## config.mk

```make
export PLATFORM = sky130hd
export DESIGN_NAME = seea_engine
export DESIGN_NICKNAME = d
export VERILOG_FILES = /design/src/common/seea_pkg.sv /design/src/common/seea_stream_if.sv /design/src/design/seea_fifo.sv /design/src/design/seea_engine.sv
export SDC_FILE = /design/constraint.sdc
export NUM_CORES = 1
export LEC_CHECK = 0
export ABC_CLOCK_PERIOD_IN_PS = 12500
export BUFFER_PORTS_ARGS = -buffer_cell sky130_fd_sc_hd__buf_2
export CORE_ASPECT_RATIO = 0.7
export CORE_MARGIN = 4
export CORE_UTILIZATION = 50
export CTS_BUF_LIST = sky130_fd_sc_hd__clkbuf_8
export CTS_CLUSTER_DIAMETER = 50
export DETAILED_ROUTE_END_ITERATION = 16
export PLACE_DENSITY = 0.66
export SLEW_MARGIN = 20
export SYNTH_ARGS = -nofsm -noshare
export SYNTH_HDL_FRONTEND = slang
export SYNTH_HIERARCHICAL = 1
export SYNTH_SLANG_ARGS = --single-unit
export TNS_END_PERCENT = 5
```

## constraint.sdc

```tcl
create_clock -name clk_i -period 12.5 [get_ports clk_i]
set_input_delay 0.625 -clock clk_i [delete_from_list [all_inputs] [get_ports clk_i]]
set_output_delay 0.625 -clock clk_i [all_outputs]
set_load 0.005 [all_outputs]
```

## src/common/seea_pkg.sv

```systemverilog
// constants and types of the serial eeprom access engine
// assumes a 100 MHz system clock; nothing else is shared
`default_nettype none
package seea_pkg;
  localparam logic [3:0] DEV_TYPE = 4'ha;
  localparam int ADDR_W = 11;
  localparam int DATA_W = 8;
  localparam int BUF_W = ADDR_W + DATA_W;
  localparam int FIFO_DEPTH = 8;
  localparam int BUF_SLOTS = 16;
  localparam int BIT_LAST = 8;
  localparam int SMALL_PAGE_BITS = 3;
  localparam int LARGE_PAGE_BITS = 4;
  localparam int DENS_1K = 0;
  localparam int DENS_2K = 1;
  localparam int DENS_4K = 2;
  localparam int DENS_8K = 3;
  localparam int DENS_16K = 4;
  localparam int SMALLEST_SIZE = 128;
  localparam int CLK_PERIOD_NS = 10;
  localparam int T_WR_NS = 5000000;
  localparam int PROG_CYCLES = T_WR_NS / CLK_PERIOD_NS;
  typedef enum logic [3:0] {
    ST_IDLE = 4'h0,
    ST_DEVADR = 4'h1,
    ST_ADR_ACK = 4'h2,
    ST_WORD = 4'h3,
    ST_WORD_ACK = 4'h4,
    ST_WDATA = 4'h5,
    ST_WDATA_ACK = 4'h6,
    ST_RDATA = 4'h7,
    ST_RD_ACK = 4'h8,
    ST_RD_LOAD = 4'h9,
    ST_PROG = 4'ha
  } seea_state_t;
endpackage
`default_nettype wire

```

## src/common/seea_stream_if.sv

```systemverilog
// valid/ready stream between the engine and its write fifo
// assumes both ends sit on the same clock
`timescale 1ns/1ps
`default_nettype none
interface seea_stream_if #(parameter int W = 19);
  logic valid;
  logic ready;
  logic [W-1:0] data;
  modport src(output valid, output data, input ready);
  modport snk(input valid, input data, output ready);
endinterface
`default_nettype wire

```

## src/design/seea_fifo.sv

```systemverilog
// small flop fifo with valid/ready on both sides
// assumes DEPTH is a power of two
`timescale 1ns/1ps
`default_nettype none
module seea_fifo #(
  parameter int W = 19,
  parameter int DEPTH = 8
) (
  input wire logic clk_i,        // system clock
  input wire logic sys_rst_i,    // async reset, active high
  seea_stream_if.snk in_s,       // filling side
  seea_stream_if.src out_s       // draining side
);
  localparam int AW = $clog2(DEPTH);
  logic [W-1:0] mem_q [DEPTH];
  logic [AW:0] wr_ptr_q;
  logic [AW:0] rd_ptr_q;
  logic full;
  logic empty;

  // extra pointer bit tells full from empty
  assign full = (wr_ptr_q ^ rd_ptr_q) == {1'b1, {AW{1'b0}}};
  assign empty = wr_ptr_q == rd_ptr_q;
  assign in_s.ready = !full;
  assign out_s.valid = !empty;
  assign out_s.data = mem_q[rd_ptr_q[AW-1:0]];

  always_ff @(posedge clk_i) begin
    if (in_s.valid && !full) begin
      mem_q[wr_ptr_q[AW-1:0]] <= in_s.data;
    end
  end

  always_ff @(posedge clk_i or posedge sys_rst_i) begin
    if (sys_rst_i) begin
      wr_ptr_q <= '0;
      rd_ptr_q <= '0;
    end else begin
      if (in_s.valid && !full) begin
        wr_ptr_q <= wr_ptr_q + 1'b1;
      end
      if (out_s.ready && !empty) begin
        rd_ptr_q <= rd_ptr_q + 1'b1;
      end
    end
  end
endmodule
`default_nettype wire

```

## src/design/seea_engine.sv

```systemverilog
// two-wire serial eeprom command engine, target side
// assumes scl/sda and straps are asynchronous pins; the array outside
// returns read data one clock after mem_raddr_o and takes writes on ready
// What this block does
// - acknowledge word address byte after device address
// - acknowledge data byte; stop launches programming
// - ignore bus and stay silent while programming
// - page buffer holds 8 or 16 bytes
// - acknowledge every page write data byte
// - only low page bits of address increment
// - in-page address wraps, later bytes overwrite earlier
// - polling address acknowledged only after programming
// - read direction bit set to one
// - address counter holds last address plus one
// - read address wraps from last to first
// - current read sends byte at counter
// - acknowledge read address then send addressed byte
// - host acknowledge advances to next read byte
// - eighth device address bit selects direction
// - mismatched device address gets no acknowledge
// - device address page bits extend word address
// - start and stop detected while clock high
`timescale 1ns/1ps
`default_nettype none
module seea_engine #(
  parameter int DENSITY = seea_pkg::DENS_16K,
  parameter int PROG_CYCLES = seea_pkg::PROG_CYCLES
) (
  input wire logic clk_i,                 // 100 MHz system clock
  input wire logic sys_rst_i,             // async reset, active high
  input wire logic scl_i,                 // bus clock pin
  input wire logic sda_i,                 // bus data pin level
  output logic sda_o,                     // bus data drive value, always low
  output logic sda_oe_o,                  // high while pulling data low
  input wire logic strap_select_high_i,   // address strap, top bit
  input wire logic strap_select_mid_i,    // address strap, middle bit
  input wire logic strap_select_low_i,    // address strap, low bit
  output logic [10:0] mem_raddr_o,        // array read address
  input wire logic [7:0] mem_rdata_i,     // array read data
  output logic [10:0] mem_waddr_o,        // array write address
  output logic [7:0] mem_wdata_o,         // array write data
  output logic mem_we_o,                  // array write request
  input wire logic mem_wready_i,          // array accepts write
  output logic busy_o                     // programming cycle running
);
  localparam int PG_BITS = (DENSITY <= seea_pkg::DENS_2K) ?
      seea_pkg::SMALL_PAGE_BITS : seea_pkg::LARGE_PAGE_BITS;
  localparam logic [10:0] ADDR_MASK = 11'((seea_pkg::SMALLEST_SIZE << DENSITY) - 1);
  localparam logic [10:0] PG_MASK = 11'((1 << PG_BITS) - 1);
  localparam logic [2:0] STRAP_MASK = (DENSITY <= seea_pkg::DENS_2K) ? 3'h7 :
      (DENSITY == seea_pkg::DENS_4K) ? 3'h6 :
      (DENSITY == seea_pkg::DENS_8K) ? 3'h4 : 3'h0;
  localparam logic [31:0] PROG_LAST = 32'(PROG_CYCLES - 1);
  localparam logic [3:0] CNT_LAST = 4'(seea_pkg::BIT_LAST);
  localparam logic [4:0] IDX_END = 5'(seea_pkg::BUF_SLOTS);

  seea_pkg::seea_state_t state_q;
  logic [1:0] scl_sq;
  logic [1:0] sda_sq;
  logic [2:0] strap_s0_q;
  logic [2:0] strap_q;
  logic scl_prev_q;
  logic sda_prev_q;
  logic scl_rise;
  logic scl_fall;
  logic start_det;
  logic stop_det;
  logic [3:0] cnt_q;
  logic [7:0] shreg_q;
  logic rw_q;
  logic sda_oe_q;
  logic [2:0] page_bits_q;
  logic [10:0] addr_q;
  logic [10:0] row_q;
  logic data_seen_q;
  logic [7:0] buf_q [seea_pkg::BUF_SLOTS];
  logic [seea_pkg::BUF_SLOTS-1:0] buf_vld_q;
  logic [4:0] prog_idx_q;
  logic [31:0] prog_cnt_q;
  logic byte_done;
  logic dev_match;
  logic in_prog;
  logic prog_done;
  logic [3:0] widx;

  seea_stream_if #(.W(seea_pkg::BUF_W)) wr_in ();
  seea_stream_if #(.W(seea_pkg::BUF_W)) wr_out ();

  // straps are pins too, so they are synchronised like the bus
  always_ff @(posedge clk_i or posedge sys_rst_i) begin
    if (sys_rst_i) begin
      scl_sq <= 2'h3;
      sda_sq <= 2'h3;
      scl_prev_q <= 1'b1;
      sda_prev_q <= 1'b1;
      strap_s0_q <= 3'h0;
      strap_q <= 3'h0;
    end else begin
      scl_sq <= {scl_sq[0], scl_i};
      sda_sq <= {sda_sq[0], sda_i};
      scl_prev_q <= scl_sq[1];
      sda_prev_q <= sda_sq[1];
      strap_s0_q <= {strap_select_high_i, strap_select_mid_i, strap_select_low_i};
      strap_q <= strap_s0_q;
    end
  end

  assign scl_rise = scl_sq[1] && !scl_prev_q;
  assign scl_fall = !scl_sq[1] && scl_prev_q;
  assign start_det = scl_sq[1] && scl_prev_q && sda_prev_q && !sda_sq[1];
  assign stop_det = scl_sq[1] && scl_prev_q && !sda_prev_q && sda_sq[1];
  assign in_prog = state_q == seea_pkg::ST_PROG;
  assign byte_done = scl_fall && cnt_q == CNT_LAST;
  assign dev_match = shreg_q[7:4] == seea_pkg::DEV_TYPE &&
      ((shreg_q[3:1] ^ strap_q) & STRAP_MASK) == 3'h0;
  assign widx = addr_q[3:0] & PG_MASK[3:0];
  assign prog_done = in_prog && prog_idx_q == IDX_END && prog_cnt_q == PROG_LAST &&
      !wr_out.valid;

  // bus sequencer; all bus events are dropped while programming
  always_ff @(posedge clk_i or posedge sys_rst_i) begin
    if (sys_rst_i) begin
      state_q <= seea_pkg::ST_IDLE;
      cnt_q <= 4'h0;
      shreg_q <= 8'h00;
      rw_q <= 1'b0;
      sda_oe_q <= 1'b0;
      page_bits_q <= 3'h0;
    end else if (in_prog) begin
      sda_oe_q <= 1'b0;
      if (prog_done) begin
        state_q <= seea_pkg::ST_IDLE;
      end
    end else if (start_det) begin
      state_q <= seea_pkg::ST_DEVADR;
      cnt_q <= 4'h0;
      sda_oe_q <= 1'b0;
    end else if (stop_det) begin
      sda_oe_q <= 1'b0;
      state_q <= data_seen_q ? seea_pkg::ST_PROG : seea_pkg::ST_IDLE;
    end else begin
      unique case (state_q)
        seea_pkg::ST_IDLE: begin
        end
        seea_pkg::ST_DEVADR, seea_pkg::ST_WORD, seea_pkg::ST_WDATA: begin
          if (scl_rise) begin
            shreg_q <= {shreg_q[6:0], sda_sq[1]};
            cnt_q <= cnt_q + 4'h1;
          end else if (byte_done) begin
            cnt_q <= 4'h0;
            if (state_q == seea_pkg::ST_WORD) begin
              sda_oe_q <= 1'b1;
              state_q <= seea_pkg::ST_WORD_ACK;
            end else if (state_q == seea_pkg::ST_WDATA) begin
              sda_oe_q <= 1'b1;
              state_q <= seea_pkg::ST_WDATA_ACK;
            end else if (dev_match) begin
              sda_oe_q <= 1'b1;
              rw_q <= shreg_q[0];
              page_bits_q <= shreg_q[3:1] & ~STRAP_MASK;
              state_q <= seea_pkg::ST_ADR_ACK;
            end else begin
              state_q <= seea_pkg::ST_IDLE;
            end
          end
        end
        seea_pkg::ST_ADR_ACK, seea_pkg::ST_RD_LOAD: begin
          if (scl_fall) begin
            if (rw_q) begin
              shreg_q <= mem_rdata_i;
              sda_oe_q <= !mem_rdata_i[7];
              cnt_q <= 4'h1;
              state_q <= seea_pkg::ST_RDATA;
            end else begin
              sda_oe_q <= 1'b0;
              state_q <= seea_pkg::ST_WORD;
            end
          end
        end
        seea_pkg::ST_WORD_ACK, seea_pkg::ST_WDATA_ACK: begin
          if (scl_fall) begin
            sda_oe_q <= 1'b0;
            state_q <= seea_pkg::ST_WDATA;
          end
        end
        seea_pkg::ST_RDATA: begin
          if (byte_done) begin
            sda_oe_q <= 1'b0;
            cnt_q <= 4'h0;
            state_q <= seea_pkg::ST_RD_ACK;
          end else if (scl_fall) begin
            shreg_q <= {shreg_q[6:0], 1'b0};
            sda_oe_q <= !shreg_q[6];
            cnt_q <= cnt_q + 4'h1;
          end
        end
        seea_pkg::ST_RD_ACK: begin
          if (scl_rise) begin
            // a withheld acknowledge ends the read; stop is awaited in idle
            state_q <= sda_sq[1] ? seea_pkg::ST_IDLE : seea_pkg::ST_RD_LOAD;
          end
        end
        seea_pkg::ST_PROG: begin
        end
      endcase
    end
  end

  // word address counter survives between transfers
  always_ff @(posedge clk_i or posedge sys_rst_i) begin
    if (sys_rst_i) begin
      addr_q <= 11'h000;
    end else if (!in_prog && !start_det && !stop_det) begin
      if (state_q == seea_pkg::ST_WORD && byte_done) begin
        addr_q <= {page_bits_q, shreg_q} & ADDR_MASK;
      end else if (state_q == seea_pkg::ST_WDATA && byte_done) begin
        addr_q <= (addr_q & ~PG_MASK) | ((addr_q + 11'h001) & PG_MASK);
      end else if (state_q == seea_pkg::ST_RDATA && byte_done) begin
        addr_q <= (addr_q + 11'h001) & ADDR_MASK;
      end
    end
  end

  // page buffer; a new start before stop throws collected bytes away
  always_ff @(posedge clk_i) begin
    if (!in_prog && !start_det && !stop_det && state_q == seea_pkg::ST_WDATA && byte_done) begin
      buf_q[widx] <= shreg_q;
    end
  end

  always_ff @(posedge clk_i or posedge sys_rst_i) begin
    if (sys_rst_i) begin
      buf_vld_q <= '0;
      data_seen_q <= 1'b0;
      row_q <= 11'h000;
    end else if (prog_done || (start_det && !in_prog)) begin
      buf_vld_q <= '0;
      data_seen_q <= 1'b0;
    end else if (!in_prog && !stop_det && state_q == seea_pkg::ST_WDATA && byte_done) begin
      buf_vld_q[widx] <= 1'b1;
      data_seen_q <= 1'b1;
      row_q <= addr_q & ~PG_MASK;
    end
  end

  // programming: buffer drains through the fifo while the timer runs
  always_ff @(posedge clk_i or posedge sys_rst_i) begin
    if (sys_rst_i) begin
      prog_idx_q <= 5'h00;
      prog_cnt_q <= 32'h0;
    end else if (!in_prog) begin
      prog_idx_q <= 5'h00;
      prog_cnt_q <= 32'h0;
    end else begin
      if (prog_cnt_q != PROG_LAST) begin
        prog_cnt_q <= prog_cnt_q + 32'h1;
      end
      if (prog_idx_q != IDX_END && (!wr_in.valid || wr_in.ready)) begin
        prog_idx_q <= prog_idx_q + 5'h01;
      end
    end
  end

  assign wr_in.valid = in_prog && prog_idx_q != IDX_END && buf_vld_q[prog_idx_q[3:0]];
  assign wr_in.data = {row_q | {7'h00, prog_idx_q[3:0]}, buf_q[prog_idx_q[3:0]]};
  assign wr_out.ready = mem_wready_i;

  seea_fifo #(.W(seea_pkg::BUF_W), .DEPTH(seea_pkg::FIFO_DEPTH)) u_fifo (
    .clk_i(clk_i),
    .sys_rst_i(sys_rst_i),
    .in_s(wr_in),
    .out_s(wr_out)
  );

  assign sda_o = 1'b0;
  assign sda_oe_o = sda_oe_q;
  assign mem_raddr_o = addr_q;
  assign mem_we_o = wr_out.valid;
  assign mem_waddr_o = wr_out.data[18:8];
  assign mem_wdata_o = wr_out.data[7:0];
  assign busy_o = in_prog;
endmodule
`default_nettype wire

```

### Word level (Yosys, flattened, before mapping)

Memories as Yosys holds them, arrays and structs flattened.
Index checks and enable logic that the tools add are counted.

| word-level totals | value |
|---|---|
| output and inout port bits | 34 |
| memories | 2 |
| input bits | 16 |
| word-level logic and storage cells | 202 |
| bits in writable memories | 280 |
| register bits after elaboration | 107 |

Memories:

| memory | depth | width | read ports | clocked after Yosys merged registers in | wr ports | line | source |
|---|---|---|---|---|---|---|---|
| u_fifo.mem_q | 8 | 19 | 1 | 0 | 1 | seea_fifo.sv:15 | `logic [W-1:0] mem_q [DEPTH];` |
| buf_q | 16 | 8 | 1 | 0 | 1 | seea_engine.sv:76 | `logic [7:0] buf_q [seea_pkg::BUF_SLOTS];` |

| cells by class | value |
|---|---|
| magnitude comparators | 3 |
| reduce and logical (&&, ||, !) cells | 58 |
| $add $sub $neg | 6 |
| muxes and demuxes | 65 |
| eq/ne operators | 39 |
| bitwise gates (word level) | 11 |

Operators with widths:

| cell | count |
|---|---|
| $mux 4 | 20 |
| $mux 32 | 2 |
| $mux 8 | 5 |
| $ne 5x5->1 const B | 7 |
| $mux 11 | 3 |
| $add 32x1->32 const B | 1 |
| $eq 32x19->1 const B | 1 |
| $mux 16 | 2 |
| $ne 32x19->1 const B | 1 |
| $logic_and 1x1->1 | 28 |
| $eq 4x4->1 const B | 6 |
| $pmux 8 s3 | 1 |
| $or 11x4->11 | 2 |
| $mux 1 | 21 |
| $pmux 4 s5 | 1 |
| $reduce_and 9->1 | 2 |
| $eq 4x3->1 const B | 4 |
| $or 16x16->16 | 1 |
| $reduce_and 7->1 | 2 |
| $add 4x1->4 const B | 3 |
| $logic_not 1->1 | 12 |
| $ne 2x2->1 const B | 6 |
| $pmux 4 s3 | 1 |
| $add 11x1->11 const B | 1 |
| 30 further kinds | 49 |

### Logic depth before layout (Yosys ltp)

| logic depth | value |
|---|---|
| depth after elaboration | 10 |
| mapped depth | 11 |
| gate-level depth less buffers | 7 |

### Modules after synthesis

The synthesis kept the hierarchy.

Modules (own cells, without submodules):

| module | cells an instance | seq. area each (µm²) | area an instance (µm²) | instances |
|---|---|---|---|---|
| seea_engine | 846 | 6328.6 | 10598.9 | 1 |
| seea_fifo | 278 | 4764.6 | 6319.8 | 1 |

### Worst setup path before layout

No wires, ideal clock.

| timing | value |
|---|---|
| path type | register -> register |
| start | register prog_idx_q[1] |
| end | memory u_fifo.mem_q[1][0], enable pin |
| setup slack | 7.499 ns |
| clock period less this slack | 5.001 ns |
| arrival | 4.550 ns |
| required time | 12.049 ns |
| setup time | 0.451 ns |
| stages on the path, launching flop included | 10 |
| path through | dfrtp_1 -> buf_2 -> buf_1 -> buf_1 -> inv_1 -> ha_1 -> nor4bb_1 -> a211oi_1 -> o41ai_4 -> nor4b_1 |

| between the ends | value |
|---|---|
| longest elaborated chain between the ends | 6 |

Ends and longest elaborated chain:

| element | line | source |
|---|---|---|
| from (decl) | seea_engine.sv:78 | `logic [4:0] prog_idx_q;` |
| from (signal assigned) | seea_engine.sv:259 | `prog_idx_q <= prog_idx_q + 5'h01;` |
| $bmux 1 s4 / $ne 5x5->1 (equally long branches) | seea_engine.sv:264 | `assign wr_in.valid = in_prog && prog_idx_q != IDX_END && buf_vld_q[prog_idx_q[3:0]];` |
| $mux 1 (implied by the code) / $logic_and 1x1->1 (equally long branches) | seea_engine.sv:264 |  |
| $logic_and 1x1->1 * | seea_engine.sv:264 |  |
| via wr_in.valid | seea_stream_if.sv:6 | `logic valid;` |
| $logic_and 1x1->1 * | seea_fifo.sv:29 | `if (in_s.valid && !full) begin` |
| $mux 1 * | seea_fifo.sv:29 |  |
| $mux 1 (implied by the code) * | seea_fifo.sv:30 | `mem_q[wr_ptr_q[AW-1:0]] <= in_s.data;` |
| to (decl) | seea_fifo.sv:15 |  |

The timed path passes the listed nets; every way through them passes the cells marked *. The select of a mux whose other input is x is not followed.

### Worst setup path in the final report

| timing | value |
|---|---|
| start | register prog_idx_q[2] |
| end | memory u_fifo.mem_q[6][2], enable pin |

Same word-level chain as after synthesis.

==> flow_summary.yaml <==
yosys:
  yosys.area_share.adder: 0.008135
  synth_area_sq_um: 16920
  ys_ff_latch: 387
  synth-xor-area-share: 0.01960
  synth_top_family_by_area: "multiplexers"
  synth-edff-count: 280
  synth_warnings: 6
  async_reset_ff_frac: 0.2765
  muxShareOfSynthArea: 0.1249
  synth.distinct_cells: 80
  yosysSeqAreaShare: 0.6557
  synth.top_cell.area_share: 0.4970
  synth-simple-area-share: 0.09954
  netlist_instances: 1124
  yosysTopAreaCell: "edfxtp_1"
  synth_nets: 1151
  ys_top_cells_by_area: "edfxtp_1 50%, dfrtp_1 15%, mux4_2 7.2%, mux2_2 2.6%, mux2i_1 2.5%"
  ys.flop_type: "edfxtp_1"
  syn_avg_cell_area_sq_um: 15.05
  synth_compound_area_frac: 0.07011
critical_path:
  cp.required_ns: 12.80
  cp_top_family: "simple AND/OR/NAND/NOR gates"
  crit_chain: "and2_1 > a22oi_1 > nand3_1 > a211oi_1 > nand2_1 > nor4b_2 > buf_4"
  criticalPathCategory: "register to register"
  critPathMaxFanout: 28
  critPathBufInv: 1
  slowest_delay_ns: 0.83
  cpMaxStageDelayCell: "a211oi_1"
  critPathCaptureType: "register"
  arrival_ns: 4.63
  reg2reg_from: "prog_idx_q[2]$_DFFE_PP0P_"
  r2r_slack_ns: 8.17
  critPathLaunchType: "register"
  reg2reg_to: "u_fifo/mem_q[6][2]$_DFFE_PP_"
  reg2regPathDepth: 7
timing:
  drv_slew: 0
  finalHoldViolCount: 0
  rsz0062_at_grt: "false"
  max_freq_ghz: 0.2310
  tightest_slew_ns: 1.118
  relSlewSlack: 0.2528
  skew_ns: 0.04599
  finalSetupViolCount: 0
  tns_ns: 0
  min_period_ns: 4.328
  fin_crit_sh: 0.3463
global_route:
  grt_max_degree: 70
  met1_usage: 0.3147
  antenna_found_initial: 0
  grt_pass1_wl_mm: 57.93
  grt_util_met2: 0.2933
  track_usage: 0.2003
  gr-usage-met3: 0.03927
  grt_overflow: 0
  top_usage_layer: "met1"
  grt_pass1_vias: 9742
floorplanning:
  die_area_sq_um: 36890
  start_util: 0.5062
  num_rows: 56
  core_area_sq_um: 33420
  ioPinCount: 50
  die_y_um: 161.9
  die_x_um: 227.9
power:
  p_leak_nw: 6.713
  ir_drop_v: 0.0001375
  finalPower_mw: 3.099
  power_density_nw_per_um2: 165.0
cts:
  holdBufCountCts: 1
  cts_setup_buffers: 0
  clockRootBuffer: "clkbuf_8"
  clkLatencyLatePin_ns: 0.63
  cts.sinks: 387
  htreeDepth: 2
  cts_resized: 0
  clk_path_buf_depth: 3
  tritoncts: "done"
  path_clk_slew_ns: 0.06
  cts_buffers: 57
run_status:
  status: "finished, final reports clean"
place:
  numPortBuffers: 45
  gp_congestion: 0.8493
  hpwl_mm: 22.70
run:
  maxCapViolations: 0
detailed_routing:
  drc: 0
  dr.first_iter.drc_count: 894
  num_vias: 9939
  dr.pass1.iters: 5
  wl_mm: 36.89
  viasPerCell: 5.969
  routedWlPerCell_um: 22.15
  ant_nets: 0
min_path:
  hold_depth: 1
  worst_hold_path_type: "input port to register"
  whs_endpoint: "sda_sq[0]$_DFF_PP1_"
  holdCritStartpoint: "sda_i"
finish:
  fill_cells: 2642
  drive_gt1_frac: 0.2260
  antenna_cells: 0
  area_delta_synth_final_pct: 11.03
  finalNetCount: 1210
-- power by group --
group / switching (mW) / internal (mW)
registers: 0.134 / 1.47
logic: 0.266 / 0.255
clock network: 0.484 / 0.489
total: 0.885 / 2.21
-- cells in the mapped netlist, drive strengths merged, types with 17 or more instances --
master / n
nand2: 63
a21oi: 34
xor2: 19
buf: 33
inv: 22
clkbuf: 32
a221oi: 17
dfrtp: 101
mux2: 42
edfxtp: 280
mux4: 54
nand3: 26
nor2: 52
mux2i: 42
nor3: 19
o21ai: 42
-- state kept, by name, summed over array words and instances (netlist names), 5 cells and up --
signal        count
prog_cnt_q       32
prog_idx_q        5
shreg_q           8
row_q             7
buf_vld_q        16
mem_raddr_o      11
u_fifo/mem_q    152
buf_q           128
-- worst max-delay path by stage --
stage | start | to | slack, ns | cells after the start
finish | prog_idx_q[2]$_DFFE_PP0P_ | u_fifo/mem_q[6][2]$_DFFE_PP_ | 8.17 | 7
global route | prog_idx_q[2]$_DFFE_PP0P_ | u_fifo/mem_q[6][6]$_DFFE_PP_ | 7.98 | 7
CTS | prog_idx_q[2]$_DFFE_PP0P_ | u_fifo/mem_q[6][12]$_DFFE_PP_ | 8.25 | 7
detailed placement | prog_idx_q[2]$_DFFE_PP0P_ | u_fifo/mem_q[6][13]$_DFFE_PP_ | 8.29 | 7
global placement | prog_idx_q[2]$_DFFE_PP0P_ | u_fifo/mem_q[6][5]$_DFFE_PP_ | 8.39 | 7
floorplan | prog_idx_q[1]$_DFFE_PP0P_ | u_fifo/mem_q[1][0]$_DFFE_PP_ | 7.50 | 9
-- logic make-up after synthesis --
group	after synthesis
AO/OA/AOI/OAI	173
XOR/XNOR	34
adder cells (fa/ha/maj)	11
buffers and inverters	87
flip-flops	387
multiplexers	138
other	1
AND/OR/NAND/NOR	293
-- cell usage in the layout (no fill, tap or decap), drive strengths merged, types with 5 or more instances in the layout --
cell / count
and4: 12
a21oi: 34
nand2b: 9
or4: 8
and3: 9
a221oi: 17
edfxtp: 280
a21o: 11
nand2: 63
dfrtp: 101
o31ai: 8
nand3: 26
o41ai: 5
o21ai: 42
mux2i: 42
nor2b: 8
mux2: 42
nor3: 19
dfstp: 6
clkinv: 13
or3: 7
a31oi: 5
o311ai: 5
xnor2: 15
nor2: 52
mux4: 54
clkbuf: 63
buf: 64
nor4: 13
and2: 13
ha: 11
xor2: 19
o21a: 8
nor4b: 12
inv: 48
nand4: 16
a22oi: 12
-- through the flow --
stage / hold slack [ns] / util / instance area (sq um) / std cells / setup WS [ns]
floorplan: 0.3452 / - / 16920 / 1124 / 7.499
detailed placement: 0.3475 / 0.5269 / 17610 / 1557 / 8.286
global route: 0.09034 / 0.5620 / 18780 / 1665 / 7.978
finish: 0.1317 / 0.5620 / 18780 / 1665 / 8.172
CTS: 0.09109 / 0.5602 / 18720 / 1664 / 8.250
global placement: 0.3469 / 0.5269 / 17610 / 1557 / 8.388
-- routing by layer --
| layer | routed length [um] | part of all wire | vias to the layer above |
|---|---|---|---|
| li1 | - | - | 4518 |
| met1 | 17850 | 0.48 | 5075 |
| met2 | 16100 | 0.44 | 298 |
| met3 | 2385 | 0.065 | 48 |
| met4 | 548 | 0.015 | 0 |
| met5 | 0 | 0 | - |
-- cell type report --
| class | instances | area, sq um | share of cell area |
|---|---|---|---|
| Inverter | 22 | 85.08 | 0.004529 |
| Clock inverter | 43 | 234.0 | 0.01246 |
| Timing Repair Buffer | 65 | 397.9 | 0.02118 |
| Multi-Input combinational cell | 650 | 5557 | 0.2958 |
| Tap cell | 435 | 544.3 | 0.02897 |
| Clock buffer | 63 | 867.1 | 0.04616 |
| Sequential cell | 387 | 11100 | 0.5909 |
(Power assumes the default switching activity.)
